==> src/verilog/tmr_defs.svh <==
/*
   Constants for the timer, watchdog, shared prescaler and reset
   controller: register offsets, field positions, reset values,
   instruction codes and timing counts.
   Assumes a 40 MHz core clock and inclusion by bare name.
*/
`ifndef TMR_DEFS_SVH
`define TMR_DEFS_SVH

`define ADDR_MAIN_TIMER 7'h01
`define ADDR_STATUS     7'h03

`define SEL_RATIO_MSB   2
`define SEL_ASSIGN_BIT  3
`define SEL_EDGE_BIT    4
`define SEL_SOURCE_BIT  5
`define SEL_RESET       6'h3f

`define ST_PAGE_BIT     5
`define ST_TIMEOUT_BIT  4
`define ST_PWRDN_BIT    3
`define ST_ALU_MSB      2
`define ST_COLD_RESET   8'h18

`define OP_CLRWDT       14'h2001
`define OP_SELECT       14'h2002
`define OP_SLEEP        14'h2003

`define PHASE_T2        2'h1
`define PHASE_T4        2'h3

`define CLK_KHZ         40000
`define RST_HOLD_MS     20
`define RST_HOLD_CYC    (`RST_HOLD_MS * `CLK_KHZ)
`define WDT_PERIOD_MS   20
`define WDT_STEPS       256
`define WDT_TICK_CYC    ((`WDT_PERIOD_MS * `CLK_KHZ) / `WDT_STEPS)

`endif

==> src/verilog/tmr_pkg.sv <==
/*
   Types shared by the timer/watchdog/reset block.
   Assumes nothing beyond a SystemVerilog compiler.
*/
package tmr_pkg;

   typedef enum logic [1:0] {COLD_HOLD, WARM_HOLD, RUN} rst_state_e;

   typedef logic [7:0] byte_t;

endpackage

==> src/verilog/scaler_if.sv <==
/*
   Carrier between the top module and the shared prescaler.
   Assumes the owner drives the event, clear and ratio every cycle.
*/
interface scaler_if;
   logic       ev;
   logic       clr;
   logic [2:0] ratio;
   logic       shift;
   logic       tick;

   modport owner  (output ev, clr, ratio, shift, input tick);
   modport scaler (input ev, clr, ratio, shift, output tick);
endinterface

==> src/verilog/count_edge_sync.sv <==
/*
   Synchroniser and edge picker for the external count pin.
   Assumes sample_en pulses at the T2 and T4 phases of the core clock.
*/
module count_edge_sync
(
   input  wire logic clk,         // core clock
   input  wire logic sys_rst,     // synchronous reset
   input  wire logic pin,         // asynchronous count pin
   input  wire logic sample_en,   // T2/T4 phase strobe
   input  wire logic falling_sel, // 1: count high-to-low
   output logic      edge_pulse   // one count event
);
   logic sync1_q;
   logic sync2_q;
   logic samp_q;

   always_ff @(posedge clk)
   begin
      if (sys_rst)
      begin
         sync1_q <= 1'b0;
         sync2_q <= 1'b0;
      end
      else
      begin
         sync1_q <= pin;
         sync2_q <= sync1_q;
      end
   end

   // pulses shorter than two sample points can slip between them
   always_ff @(posedge clk)
   begin
      if (sys_rst)
         samp_q <= 1'b0;
      else if (sample_en)
         samp_q <= sync2_q;
   end

   assign edge_pulse = sample_en && (falling_sel ? (samp_q && !sync2_q)
                                                 : (!samp_q && sync2_q));
endmodule

==> src/verilog/ratio_scaler.sv <==
/*
   Shared 8-bit prescaler; ticks once every 2^(ratio+shift) events.
   Assumes the owner selects shift=1 for the timer, 0 for the watchdog.
*/
module ratio_scaler
(
   input  wire logic clk,     // core clock
   input  wire logic sys_rst, // synchronous reset
   scaler_if.scaler  sif      // event, clear, ratio and tick
);
   logic [7:0] cnt_q;
   logic [7:0] mask;
   logic [3:0] span;

   assign span = {1'b0, sif.ratio} + {3'h0, sif.shift};

   genvar i;
   generate
      for (i = 0; i < 8; i++)
      begin : g_mask
         assign mask[i] = (4'(i) < span);
      end
   endgenerate

   assign sif.tick = sif.ev && ((cnt_q & mask) == mask);

   // clear wins over a coincident event
   always_ff @(posedge clk)
   begin
      if (sys_rst || sif.clr)
         cnt_q <= 8'h00;
      else if (sif.ev)
         cnt_q <= cnt_q + 8'h01;
   end
endmodule

==> src/verilog/timer_watchdog_prescaler_reset.sv <==
/*
   Timer/counter, watchdog, shared prescaler and reset controller of a
   small microcontroller core.
   Assumes the core presents executed instruction words and register
   accesses on clk, and holds its own state in reset on chip_rst_q.
*/
// Behaviour
// - main timer is an 8-bit up counter on instruction clock or count pin
// - internal source, no prescaler: timer adds one each instruction cycle
// - source select set: count pin edges, edge select picks direction
// - edge select zero counts rising edges, one counts falling edges
// - count pin sampled at T2 and T4; short pulses may be lost
// - watchdog is an 8-bit counter on its own on-chip oscillator
// - watchdog keeps counting while asleep
// - watchdog time-out restarts chip and clears time-out flag
// - watchdog post-scale ratio 111 gives division 1:128
// - the single prescaler serves the timer or the watchdog, never both
// - prescaler on watchdog: clear-watchdog or sleep clears both
// - prescaler on timer: any timer write clears the prescaler
// - configuration load copies accumulator; default value is 3F
// - reset on power-on, pin low, or watchdog time-out if fuse set
// - power-on is cold; pin and watchdog resets are warm
// - cold reset holds the chip about 20 ms
// - every reset sets control to ones; warm keeps timer
// - cold status 0001 1; warm clears page, sets cause flags except on pin reset while awake, keeps ALU
// - time-out and power-down flags encode the reset cause
// - word 10 0000 0000 0011 is sleep and updates both flags
`include "tmr_defs.svh"
module timer_watchdog_prescaler_reset
   import tmr_pkg::*;
#(
   parameter int unsigned RST_HOLD_CYC = `RST_HOLD_CYC,
   parameter int unsigned WDT_TICK_CYC = `WDT_TICK_CYC
)
(
   input  wire logic        clk,                  // 40 MHz core clock
   input  wire logic        sys_rst,              // power-on reset
   input  wire logic        reset_pin_n,          // external reset pin
   input  wire logic        timer_count_pin,      // external count pin
   input  wire logic        watchdog_enable_fuse, // config fuse
   input  wire logic        instr_exec,           // instruction executes
   input  wire logic [13:0] instr_word,           // its opcode
   input  wire logic [7:0]  acc_in,               // accumulator value
   input  wire logic        reg_wr,               // register write
   input  wire logic        reg_rd,               // register read
   input  wire logic [6:0]  reg_addr,             // register address
   input  wire logic [7:0]  reg_wdata,            // write data
   input  wire logic        alu_we,               // ALU flag update
   input  wire logic [2:0]  alu_flags,            // new ALU flags
   output logic             chip_rst_q,           // core held in reset
   output logic             cold_rst_q,           // cold setup period
   output logic             sleep_q,              // core asleep
   output logic             instr_cycle_q,        // instruction cycle
   output logic             wdt_timeout_q,        // watchdog fired
   output byte_t            main_timer_count_q,   // timer value
   output byte_t            status_flags_q,       // status register
   output logic [5:0]       prescaler_control_q,  // control register
   output byte_t            reg_rdata_q           // read data
);
   localparam int HOLD_W = $clog2(RST_HOLD_CYC + 1);
   localparam int OSC_W  = $clog2(WDT_TICK_CYC + 1);

   rst_state_e        state_q;
   rst_state_e        state_d;
   logic [HOLD_W-1:0] hold_cnt_q;
   logic [OSC_W-1:0]  osc_cnt_q;
   logic [1:0]        phase_q;
   byte_t             wdt_q;
   logic              pin_s1_q;
   logic              pin_s2_q;
   logic              pin_low;
   logic              exec_ok;
   logic              exec_clrwdt;
   logic              exec_sleep;
   logic              exec_select;
   logic              tmr_wr;
   logic              st_wr;
   logic              instr_tick;
   logic              ext_edge;
   logic              src_ev;
   logic              tmr_inc;
   logic              osc_tick;
   logic              wdt_clr;
   logic              wdt_ovf;
   logic              wdt_to;
   logic              wdt_fire;
   logic              warm_go;
   logic              to_psa;

   scaler_if sif ();

   assign to_psa      = prescaler_control_q[`SEL_ASSIGN_BIT];
   assign pin_low     = !pin_s2_q;
   assign exec_ok     = instr_exec && !chip_rst_q;
   assign exec_clrwdt = exec_ok && (instr_word == `OP_CLRWDT);
   assign exec_sleep  = exec_ok && (instr_word == `OP_SLEEP);
   assign exec_select = exec_ok && (instr_word == `OP_SELECT);
   assign tmr_wr      = reg_wr && !chip_rst_q
                        && (reg_addr == `ADDR_MAIN_TIMER);
   assign st_wr       = reg_wr && !chip_rst_q && (reg_addr == `ADDR_STATUS);
   assign instr_tick  = (phase_q == `PHASE_T4) && !chip_rst_q && !sleep_q;

   // reset pin crosses in through two flops
   always_ff @(posedge clk)
   begin
      if (sys_rst)
      begin
         pin_s1_q <= 1'b1;
         pin_s2_q <= 1'b1;
      end
      else
      begin
         pin_s1_q <= reset_pin_n;
         pin_s2_q <= pin_s1_q;
      end
   end

   // four clocks per instruction cycle, T1..T4
   always_ff @(posedge clk)
   begin
      if (sys_rst)
      begin
         phase_q       <= 2'h0;
         instr_cycle_q <= 1'b0;
      end
      else
      begin
         phase_q       <= phase_q + 2'h1;
         instr_cycle_q <= instr_tick;
      end
   end

   count_edge_sync u_edge
   (
      .clk         (clk),
      .sys_rst     (sys_rst),
      .pin         (timer_count_pin),
      .sample_en   ((phase_q == `PHASE_T2) || (phase_q == `PHASE_T4)),
      .falling_sel (prescaler_control_q[`SEL_EDGE_BIT]),
      .edge_pulse  (ext_edge)
   );

   assign src_ev = prescaler_control_q[`SEL_SOURCE_BIT] ? ext_edge
                                                        : instr_tick;

   // one prescaler, steered by the assignment bit alone
   assign sif.ev    = to_psa ? wdt_ovf : src_ev;
   assign sif.clr   = chip_rst_q || (to_psa ? (exec_clrwdt || exec_sleep)
                                            : tmr_wr);
   assign sif.ratio = prescaler_control_q[`SEL_RATIO_MSB:0];
   assign sif.shift = !to_psa;
   assign tmr_inc   = to_psa ? src_ev : sif.tick;
   assign wdt_to    = to_psa ? sif.tick : wdt_ovf;

   ratio_scaler u_scaler
   (
      .clk     (clk),
      .sys_rst (sys_rst),
      .sif     (sif)
   );

   // software write wins over a coincident count
   always_ff @(posedge clk)
   begin
      if (sys_rst)
         main_timer_count_q <= 8'h00;
      else if (tmr_wr)
         main_timer_count_q <= reg_wdata;
      else if (tmr_inc && !chip_rst_q)
         main_timer_count_q <= main_timer_count_q + 8'h01;
   end

   always_ff @(posedge clk)
   begin
      if (sys_rst || chip_rst_q)
         prescaler_control_q <= `SEL_RESET;
      else if (exec_select)
         prescaler_control_q <= acc_in[5:0];
   end

   // stands in for the on-chip RC oscillator, which keeps running
   always_ff @(posedge clk)
   begin
      if (sys_rst || osc_tick)
         osc_cnt_q <= '0;
      else
         osc_cnt_q <= osc_cnt_q + OSC_W'(1);
   end

   assign osc_tick = (osc_cnt_q == OSC_W'(WDT_TICK_CYC - 1));
   assign wdt_clr  = exec_clrwdt || exec_sleep || chip_rst_q;
   assign wdt_ovf  = osc_tick && (wdt_q == 8'hff) && !wdt_clr;
   assign wdt_fire = wdt_to && watchdog_enable_fuse;

   always_ff @(posedge clk)
   begin
      if (sys_rst || wdt_clr)
         wdt_q <= 8'h00;
      else if (osc_tick)
         wdt_q <= wdt_q + 8'h01;
   end

   // pin reset takes priority when both causes coincide
   assign warm_go = (state_q == RUN) && (pin_low || wdt_fire);

   always_comb
   begin
      state_d = state_q;
      unique case (state_q)
         COLD_HOLD:
            if (hold_cnt_q == HOLD_W'(RST_HOLD_CYC - 1))
               state_d = RUN;
         WARM_HOLD:
            if (!pin_low)
               state_d = RUN;
         RUN:
            if (warm_go)
               state_d = WARM_HOLD;
      endcase
   end

   always_ff @(posedge clk)
   begin
      if (sys_rst)
      begin
         state_q    <= COLD_HOLD;
         hold_cnt_q <= '0;
         chip_rst_q <= 1'b1;
         cold_rst_q <= 1'b1;
      end
      else
      begin
         state_q    <= state_d;
         hold_cnt_q <= (state_q == COLD_HOLD) ? hold_cnt_q + HOLD_W'(1)
                                              : '0;
         chip_rst_q <= (state_d != RUN);
         cold_rst_q <= (state_d == COLD_HOLD);
      end
   end

   always_ff @(posedge clk)
   begin
      if (sys_rst)
         sleep_q <= 1'b0;
      else if (warm_go)
         sleep_q <= 1'b0;
      else if (exec_sleep)
         sleep_q <= 1'b1;
   end

   always_ff @(posedge clk)
   begin
      if (sys_rst)
         wdt_timeout_q <= 1'b0;
      else
         wdt_timeout_q <= wdt_fire && (state_q == RUN);
   end

   // flags are hardware owned; software reaches page and ALU bits only
   always_ff @(posedge clk)
   begin
      if (sys_rst)
         status_flags_q <= `ST_COLD_RESET;
      else if (warm_go)
      begin
         status_flags_q[`ST_PAGE_BIT] <= 1'b0;
         if (pin_low)
         begin
            if (sleep_q)
            begin
               status_flags_q[`ST_TIMEOUT_BIT] <= 1'b1;
               status_flags_q[`ST_PWRDN_BIT]   <= 1'b0;
            end
         end
         else
         begin
            status_flags_q[`ST_TIMEOUT_BIT] <= 1'b0;
            status_flags_q[`ST_PWRDN_BIT]   <= !sleep_q;
         end
      end
      else if (exec_clrwdt)
      begin
         status_flags_q[`ST_TIMEOUT_BIT] <= 1'b1;
         status_flags_q[`ST_PWRDN_BIT]   <= 1'b1;
      end
      else if (exec_sleep)
      begin
         status_flags_q[`ST_TIMEOUT_BIT] <= 1'b1;
         status_flags_q[`ST_PWRDN_BIT]   <= 1'b0;
      end
      else if (st_wr)
      begin
         status_flags_q[`ST_PAGE_BIT]      <= reg_wdata[`ST_PAGE_BIT];
         status_flags_q[`ST_ALU_MSB:0] <= reg_wdata[`ST_ALU_MSB:0];
      end
      else if (alu_we)
         status_flags_q[`ST_ALU_MSB:0] <= alu_flags;
   end

   always_ff @(posedge clk)
   begin
      if (sys_rst)
         reg_rdata_q <= 8'h00;
      else if (reg_rd)
      begin
         if (reg_addr == `ADDR_MAIN_TIMER)
            reg_rdata_q <= main_timer_count_q;
         else if (reg_addr == `ADDR_STATUS)
            reg_rdata_q <= status_flags_q;
         else
            reg_rdata_q <= 8'h00;
      end
   end
endmodule

==> config.mk <==
export PLATFORM = sky130hd
export DESIGN_NAME = timer_watchdog_prescaler_reset
export DESIGN_NICKNAME = d
export VERILOG_FILES = /design/src/verilog/tmr_pkg.sv /design/src/verilog/scaler_if.sv /design/src/verilog/count_edge_sync.sv /design/src/verilog/ratio_scaler.sv /design/src/verilog/timer_watchdog_prescaler_reset.sv
export VERILOG_INCLUDE_DIRS = /design/src /design/src/verilog
export SDC_FILE = /design/constraint.sdc
export NUM_CORES = 1
export LEC_CHECK = 0
export ABC_AREA = 1
export BUFFER_PORTS_ARGS = -buffer_cell sky130_fd_sc_hd__buf_2
export CAP_MARGIN = 40
export CORE_ASPECT_RATIO = 0.8
export CORE_UTILIZATION = 55
export CTS_BUF_LIST = sky130_fd_sc_hd__clkbuf_16
export CTS_CLUSTER_SIZE = 14
export DETAILED_ROUTE_END_ITERATION = 6
export PLACE_DENSITY = 0.79
export REMOVE_ABC_BUFFERS = 1
export SETUP_SLACK_MARGIN = 0.2
export SYNTH_ARGS = -nofsm -noshare
export SYNTH_HDL_FRONTEND = slang
export SYNTH_HIERARCHICAL = 1
export SYNTH_SLANG_ARGS = --single-unit
==> constraint.sdc <==
create_clock -name clk -period 5.97 [get_ports clk]
set_input_delay 0.597 -clock clk [delete_from_list [all_inputs] [get_ports clk]]
set_output_delay 0.597 -clock clk [all_outputs]
set_load 0.02 [all_outputs]
---- Word-level counts from Yosys, hierarchy flattened ----
Cells that the tools add are included.
word-level totals
  register bits ........................... 90
  input bits .............................. 49
  logic and storage cells ................. 123
cells by class
  add/subtract/negate cells ............... 7
  $lt $le $gt $ge ......................... 8
  eq/ne operators ......................... 15
  mux-type cells .......................... 21
  bitwise gates (word level) .............. 5
  reduce and logical (&&, ||, !) cells .... 45
operators by type and width
  kind                                                                 count
  14-bit == test, second input constant                                3
  8-bit by 1-bit adder with 8-bit output, second input constant        3
  8-bit 2-to-1 mux                                                     3
  20-bit by 1-bit adder with 20-bit output, second input constant      1
  20-bit == test, second input constant                                1
  1-bit logical AND                                                    19
  3-bit by 4-bit < comparator with 1-bit output, first input constant  4
  2-bit 2-to-1 mux                                                     8
  12-bit by 1-bit adder with 12-bit output, second input constant      1
  12-bit == test, second input constant                                1
  1-bit logical OR                                                     9
  8-bit AND                                                            1
  8-bit == test                                                        1
  8-bit == test, second input constant                                 1
  1-bit by 4-bit < comparator with 1-bit output, first input constant  2
  2-bit by 4-bit < comparator with 1-bit output, first input constant  2
  7-bit by 1-bit == test with 1-bit output, second input constant      1
  7-bit by 2-bit == test with 1-bit output, second input constant      1
  1-bit zero test                                                      7
  1-bit 2-to-1 mux                                                     6
  3-bit 2-to-1 mux                                                     2
  6-bit 2-to-1 mux                                                     1
  2-bit one-hot mux with 3 select lines                                1
  3-bit by 1-bit adder with 4-bit output                               1
  13 further kinds                                                     21

---- Longest topological paths before layout ----
  word-level depth ........................ 16
  gate-level depth with buffers ........... 22
  mapped depth without buffers ............ 22

---- Hierarchy ----
The synthesis kept the hierarchy.
modules (own cells, without submodules)
  module                          times used  cells each  area an instance (µm²)  sequential area each (µm²)
  timer_watchdog_prescaler_reset  1           533         3928.8                  1581.5
  ratio_scaler                    1           76          499.2                   160.2
  count_edge_sync                 1           19          121.4                   60.1

---- Least setup slack after synthesis ----
Ideal clock, no wire load.
  path kind ............................... reg2reg
  from .................................... register osc_cnt_q[0]
  to ...................................... register cold_rst_q
  library setup time ...................... 0.116 ns
  data arrival time ....................... 2.625 ns
  required time ........................... 5.854 ns
  slack ................................... 3.229 ns
  stages on the path, launching flop included .. 22
  buffers on the path ..................... 0
  cells stage by stage .................... dfxtp_1 -> inv_1 -> ha_1 -> nand2_1 -> nor2_1 -> nand3_4 -> nor2_4 -> nand3_2 -> o21ai_0 -> nand2_1 -> nor2_1 -> nand3_1 -> nor2_1 -> inv_1 -> a21boi_0 -> nand2_2 -> nand2_4 -> nand2_4 -> nand2_4 -> nand2_4 -> nor2_4 -> nor2_2
between the ends
  longest elaborated chain between the ends .. 12
RTL lines
  element                                line                                   RTL
  from (decl)                            timer_watchdog_prescaler_reset.sv:66   logic [OSC_W-1:0] osc_cnt_q;
  from (signal assigned)                 timer_watchdog_prescaler_reset.sv:187  osc_cnt_q <= osc_cnt_q + OSC_W'(1);
  12-bit == test                         timer_watchdog_prescaler_reset.sv:190  assign osc_tick = (osc_cnt_q == OSC_W'(WDT_TICK_CYC - 1));
  1-bit logical AND (2 in series)        timer_watchdog_prescaler_reset.sv:192  assign wdt_ovf = osc_tick && (wdt_q == 8'hff) && !wdt_clr;
  1-bit 2-to-1 mux                       timer_watchdog_prescaler_reset.sv:147  assign sif.ev = to_psa ? wdt_ovf : src_ev;
  net sif.ev                             scaler_if.sv:6                         logic ev;
  1-bit logical AND                      ratio_scaler.sv:25                     assign sif.tick = sif.ev && ((cnt_q & mask) == mask);
  net sif.tick                           scaler_if.sv:10                        logic tick;
  1-bit 2-to-1 mux                       timer_watchdog_prescaler_reset.sv:153  assign wdt_to = to_psa ? sif.tick : wdt_ovf;
  1-bit logical AND                      timer_watchdog_prescaler_reset.sv:193  assign wdt_fire = wdt_to && watchdog_enable_fuse;
  1-bit logical OR                       timer_watchdog_prescaler_reset.sv:204  assign warm_go = (state_q == RUN) && (pin_low || wdt_fire);
  1-bit logical AND                      timer_watchdog_prescaler_reset.sv:204
  2-bit 2-to-1 mux                       timer_watchdog_prescaler_reset.sv:217  if (warm_go)
  2-bit one-hot mux with 3 select lines  timer_watchdog_prescaler_reset.sv:209  unique case (state_q)
  2-bit zero test                        timer_watchdog_prescaler_reset.sv:237  cold_rst_q <= (state_d == COLD_HOLD);
  to (signal assigned)                   timer_watchdog_prescaler_reset.sv:237
  to (decl)                              timer_watchdog_prescaler_reset.sv:51   output logic cold_rst_q,
The timed path passes the listed nets, and every way through them passes these cells.
A chain may end at the register's enable or synchronous reset.

---- Worst setup path in the final report ----
  from .................................... register osc_cnt_q[0]
  to ...................................... register status_flags_q[4]
between the ends
  longest elaborated chain between the ends .. 11
RTL lines
  element                                                        line                                   RTL
  12-bit == test (*)                                             timer_watchdog_prescaler_reset.sv:190
  1-bit logical AND (*) (2 in series)                            timer_watchdog_prescaler_reset.sv:192
  1-bit 2-to-1 mux (*)                                           timer_watchdog_prescaler_reset.sv:147
  net sif.ev                                                     scaler_if.sv:6
  1-bit logical AND (*)                                          ratio_scaler.sv:25
  net sif.tick                                                   scaler_if.sv:10
  1-bit 2-to-1 mux (*)                                           timer_watchdog_prescaler_reset.sv:153
  1-bit logical AND (*)                                          timer_watchdog_prescaler_reset.sv:193
  1-bit logical OR (*)                                           timer_watchdog_prescaler_reset.sv:204
  1-bit logical AND (*)                                          timer_watchdog_prescaler_reset.sv:204
  3-bit != test (no line) or 3-bit nonzero test (tied branches)  n/a
  2-bit AND reduction (no line)                                  n/a
  to (signal assigned)                                           timer_watchdog_prescaler_reset.sv:263  status_flags_q <= `ST_COLD_RESET;
  to (signal, indexed assignment)                                timer_watchdog_prescaler_reset.sv:278  status_flags_q[`ST_PWRDN_BIT] <= !sleep_q;
  to (signal, indexed assignment)                                timer_watchdog_prescaler_reset.sv:293  status_flags_q[`ST_PAGE_BIT] <= reg_wdata[`ST_PAGE_BIT];
  to (decl)                                                      timer_watchdog_prescaler_reset.sv:56   output byte_t status_flags_q,
Mark *: on every way through the listed nets, which the timed path passes. The rest lies on a longest branch.

==> out/qor.yml <==
gr-total-overflow: 0
grt_util_all_layers_pct: 23.30
antenna_cells: 0
setup_tns_ns: 0
ys_seq_area_share_pct: 39.60
antenna_found_initial: 0
clockBufferDepth: 2
ctsHtreeMaxLevel: 3
p_per_area_nw_per_um2: 228.1
power.leakage_uw: 0.002338
dieArea_um2: 8642
status: "completed"
fp.dieW_um: 103.7
fin_ws_ns: 2.746
drtIter0Drc: 261
worst-path-max-fanout: 9
tritoncts: "built"
grt_pass1_vias: 3704
slew_violations: 0
cp_slowest_cell: "o21ai_0"
gp_congestion: 0.9171
fp.coreArea_um2: 7983
postCtsResizedCells: 0
slew_headroom_pct: 47.34
finalCriticalPeriod_ns: 3.224
critical_path.top_delay_family: "simple AND/OR/NAND/NOR gates"
area_growth_pct: 16.67
cts-hold-fix-buffers: 0
worstHoldPathType: "register to register"
cp.required_ns: 6.18
grt_max_degree: 21
cts_setup_buffers: 0
critPathMaxStageDelay_ns: 0.63
syn_area_per_cell_um2: 7.244
dp_hpwl_mm: 7.624
utilization_pct: 66.49
worst_slew_pin_slew_ns: 0.7816
timing.critical_path.buf_inv: 2
ys_warn_count: 6
synth-async-reset-ratio_pct: 0
critical_path.endpoint_type: "register"
ys_types: 46
drt_drc_violations_left: 0
final_hold_viol_count: 0
cts_buffers: 9
via_per_inst: 5.061
die_h_um: 83.35
fillCellCount: 720
start_util_pct: 56.99
layout-drive-gt1-share_pct: 21.57
ys_ff_latch: 90
num_io_pins: 84
worstSetupStartpointType: "register"
dpl.cell_count: 806
total_power_uw: 1210
rows: 29
synth_cells: 628
drtPass1Iterations: 5
instances_no_fill: 822
path_cells: "inv_1 > ha_1 > nand2_1 > nor2_1 > nand3_4 > nor2_4 > nand3_2 > o21ai_0 > nand2_1 > nor2_1 > nand3_1 > nor2_1 > inv_1 > a21boi_0 > nand2_2 > nand2_4 > nand2_4 > nand2_2 > nand3_1 > nand2_1 > nand2_1"
rsz0062_at_grt: "false"
cts.clk_slew.worst_paths_ns: 0.07
worst_path_most_repeated_cell: "nand2_1"
grt_pass1_wl_mm: 16.46
antenna_left: 0
avgRoutedWirePerCell_um: 11.99
ir_drop_mv: 0.1207
cap_violations: 0
syn_area_um2: 4549
ys_dominant_reg_cell: "dfxtp_1"
multiInputGateArea_um2: 2317
wirelength_mm: 9.852
final-setup-viol-count: 0
fin_crit_sh_pct: 54.00
regArea_um2: 1802
fmax_mhz: 310.2
cts_sinks: 90
clockRootBuffer: "clkbuf_16"
critical_path_arrival_ns: 3.43
clk_latency_ns: 0.34
nNetsFinal: 771
synth-edff-count: 0
finClkSkew_ns: 0.01000
vias: 4160
worstSetupPathType: "register to register"
pre_cts_slack_ns: 2.785
port_buffers: 79
metal layers:
metal  up-vias  global-route usage (%)  routed length, um  part of all wire, %
met5         -                       0                  0                    0
met2        86                   39.11               4621                   47
met1      1855                   29.75               4633                   47
met4         0                   7.792                179                  1.8
met3        16                   5.102                418                  4.2
li1       2203                       -                  -                    -
power by group:
part           total [uW]  internal [uW]  switching [uW]
logic                65.0           26.7            38.3
registers             618            610            7.78
clock network         528            286             241
total                1210            923             287
synth_stat cells (all sizes together), types with 2 or more instances:
master	count	area, um2
nand2	133	571.8
inv	99	371.6
dfxtp	90	1802
nor2	72	315.3
a21oi	41	209.0
nand3	41	232.7
o21ai	38	190.2
o211ai	18	135.1
nor3	15	95.09
ha	13	162.7
nand4	9	62.56
a31oi	8	50.05
or2	8	50.06
nor3b	7	57.55
xor2	7	61.31
clkbuf	6	22.52
buf	4	31.27
nor4	4	25.02
nand3b	3	22.52
clkinv	2	8.750
xnor2	2	17.52
cell families after synthesis:
| family | count (synthesis) | share of synthesized area, % |
|---|---|---|
| and+or+nand+nor | 294 | 31.77 |
| buffers and inverters | 111 | 9.543 |
| AOI/OAI and AO/OA | 110 | 13.70 |
| DFF | 90 | 39.60 |
| adders and majority gates | 13 | 3.575 |
| xor gates and xnor gates | 9 | 1.733 |
| other | 1 | 0.08243 |
worst paths after layout:
| check | start | end | slack (ns) | cells past startpoint |
|---|---|---|---|---|
| worst max-delay path | osc_cnt_q[0]$_SDFF_PP0_ | status_flags_q[4]$_SDFFE_PP1P_ | 2.75 | 21 |
| worst min-delay path | u_edge/sync1_q$_SDFF_PP0_ | u_edge/sync2_q$_SDFF_PP0_ | 0.40 | 2 |
| worst max register to register | osc_cnt_q[0]$_SDFF_PP0_ | status_flags_q[4]$_SDFFE_PP1P_ | 2.75 | 21 |
| worst min register to register | u_edge/sync1_q$_SDFF_PP0_ | u_edge/sync2_q$_SDFF_PP0_ | 0.40 | 2 |
sequential cells by signal (all words and copies together), names as in the netlist, 2 cells and up:
name	flops
phase_q	2
status_flags_q	6
osc_cnt_q	12
main_timer_count_q	8
reg_rdata_q	8
state_q	2
prescaler_control_q	6
hold_cnt_q	20
u_scaler/cnt_q	8
wdt_q	8
worst reg2reg max path: cells and delay by family (launching register included):
family | cells | cell delay [ns]
AO/OA/AOI/OAI | 2 | 0.83
adder cells (fa/ha/maj) | 1 | 0.13
buffers and inverters | 2 | 0.13
flip-flops | 1 | 0.35
AND/OR/NAND/NOR | 16 | 1.65
cells in the final DEF (no fill, tap or decap), types with 3 or more instances in the layout:
cell       Yosys  routed
nor2_1        62      62
nor2_2         6       6
o211ai_1      18      18
xor2_1         7       7
nor4_1         4       4
inv_6          0       4
o21ai_1       12      12
nand2_2       11      11
nand2_1      116     116
nor2_4         4       4
buf_2          1      79
nor3_1        11      11
inv_1         84      85
inv_2         15      15
o21ai_0       26      26
nand3_2        3       3
a21oi_1       40      40
or2_2          6       6
dfxtp_1       90      90
nand3_1       37      37
ha_1          13      13
clkbuf_16      0       9
a31oi_1        8       8
nand4_1        8       8
nand2_4        6       6
nand3b_1       3       3
nor3b_1        6       6
nor3_2         4       4
metrics by stage:
stage	hold WS [ns]	cell area (um2)
finish	0.4001	5308
global route	0.4225	5308
CTS	0.4009	5308
detailed placement	0.3997	5030
global placement	0.3966	5030
floorplan	0.3883	4499
final cells by class:
type,count,share of cell area (%)
timing repair buffer,79,7.449
sequential,90,33.95
clock inverter,7,0.9901
clock buffer,9,4.243
inverter,101,7.166
tap,108,2.546
multi-input combinational,428,43.66
Power figures use the tool's default switching activity.
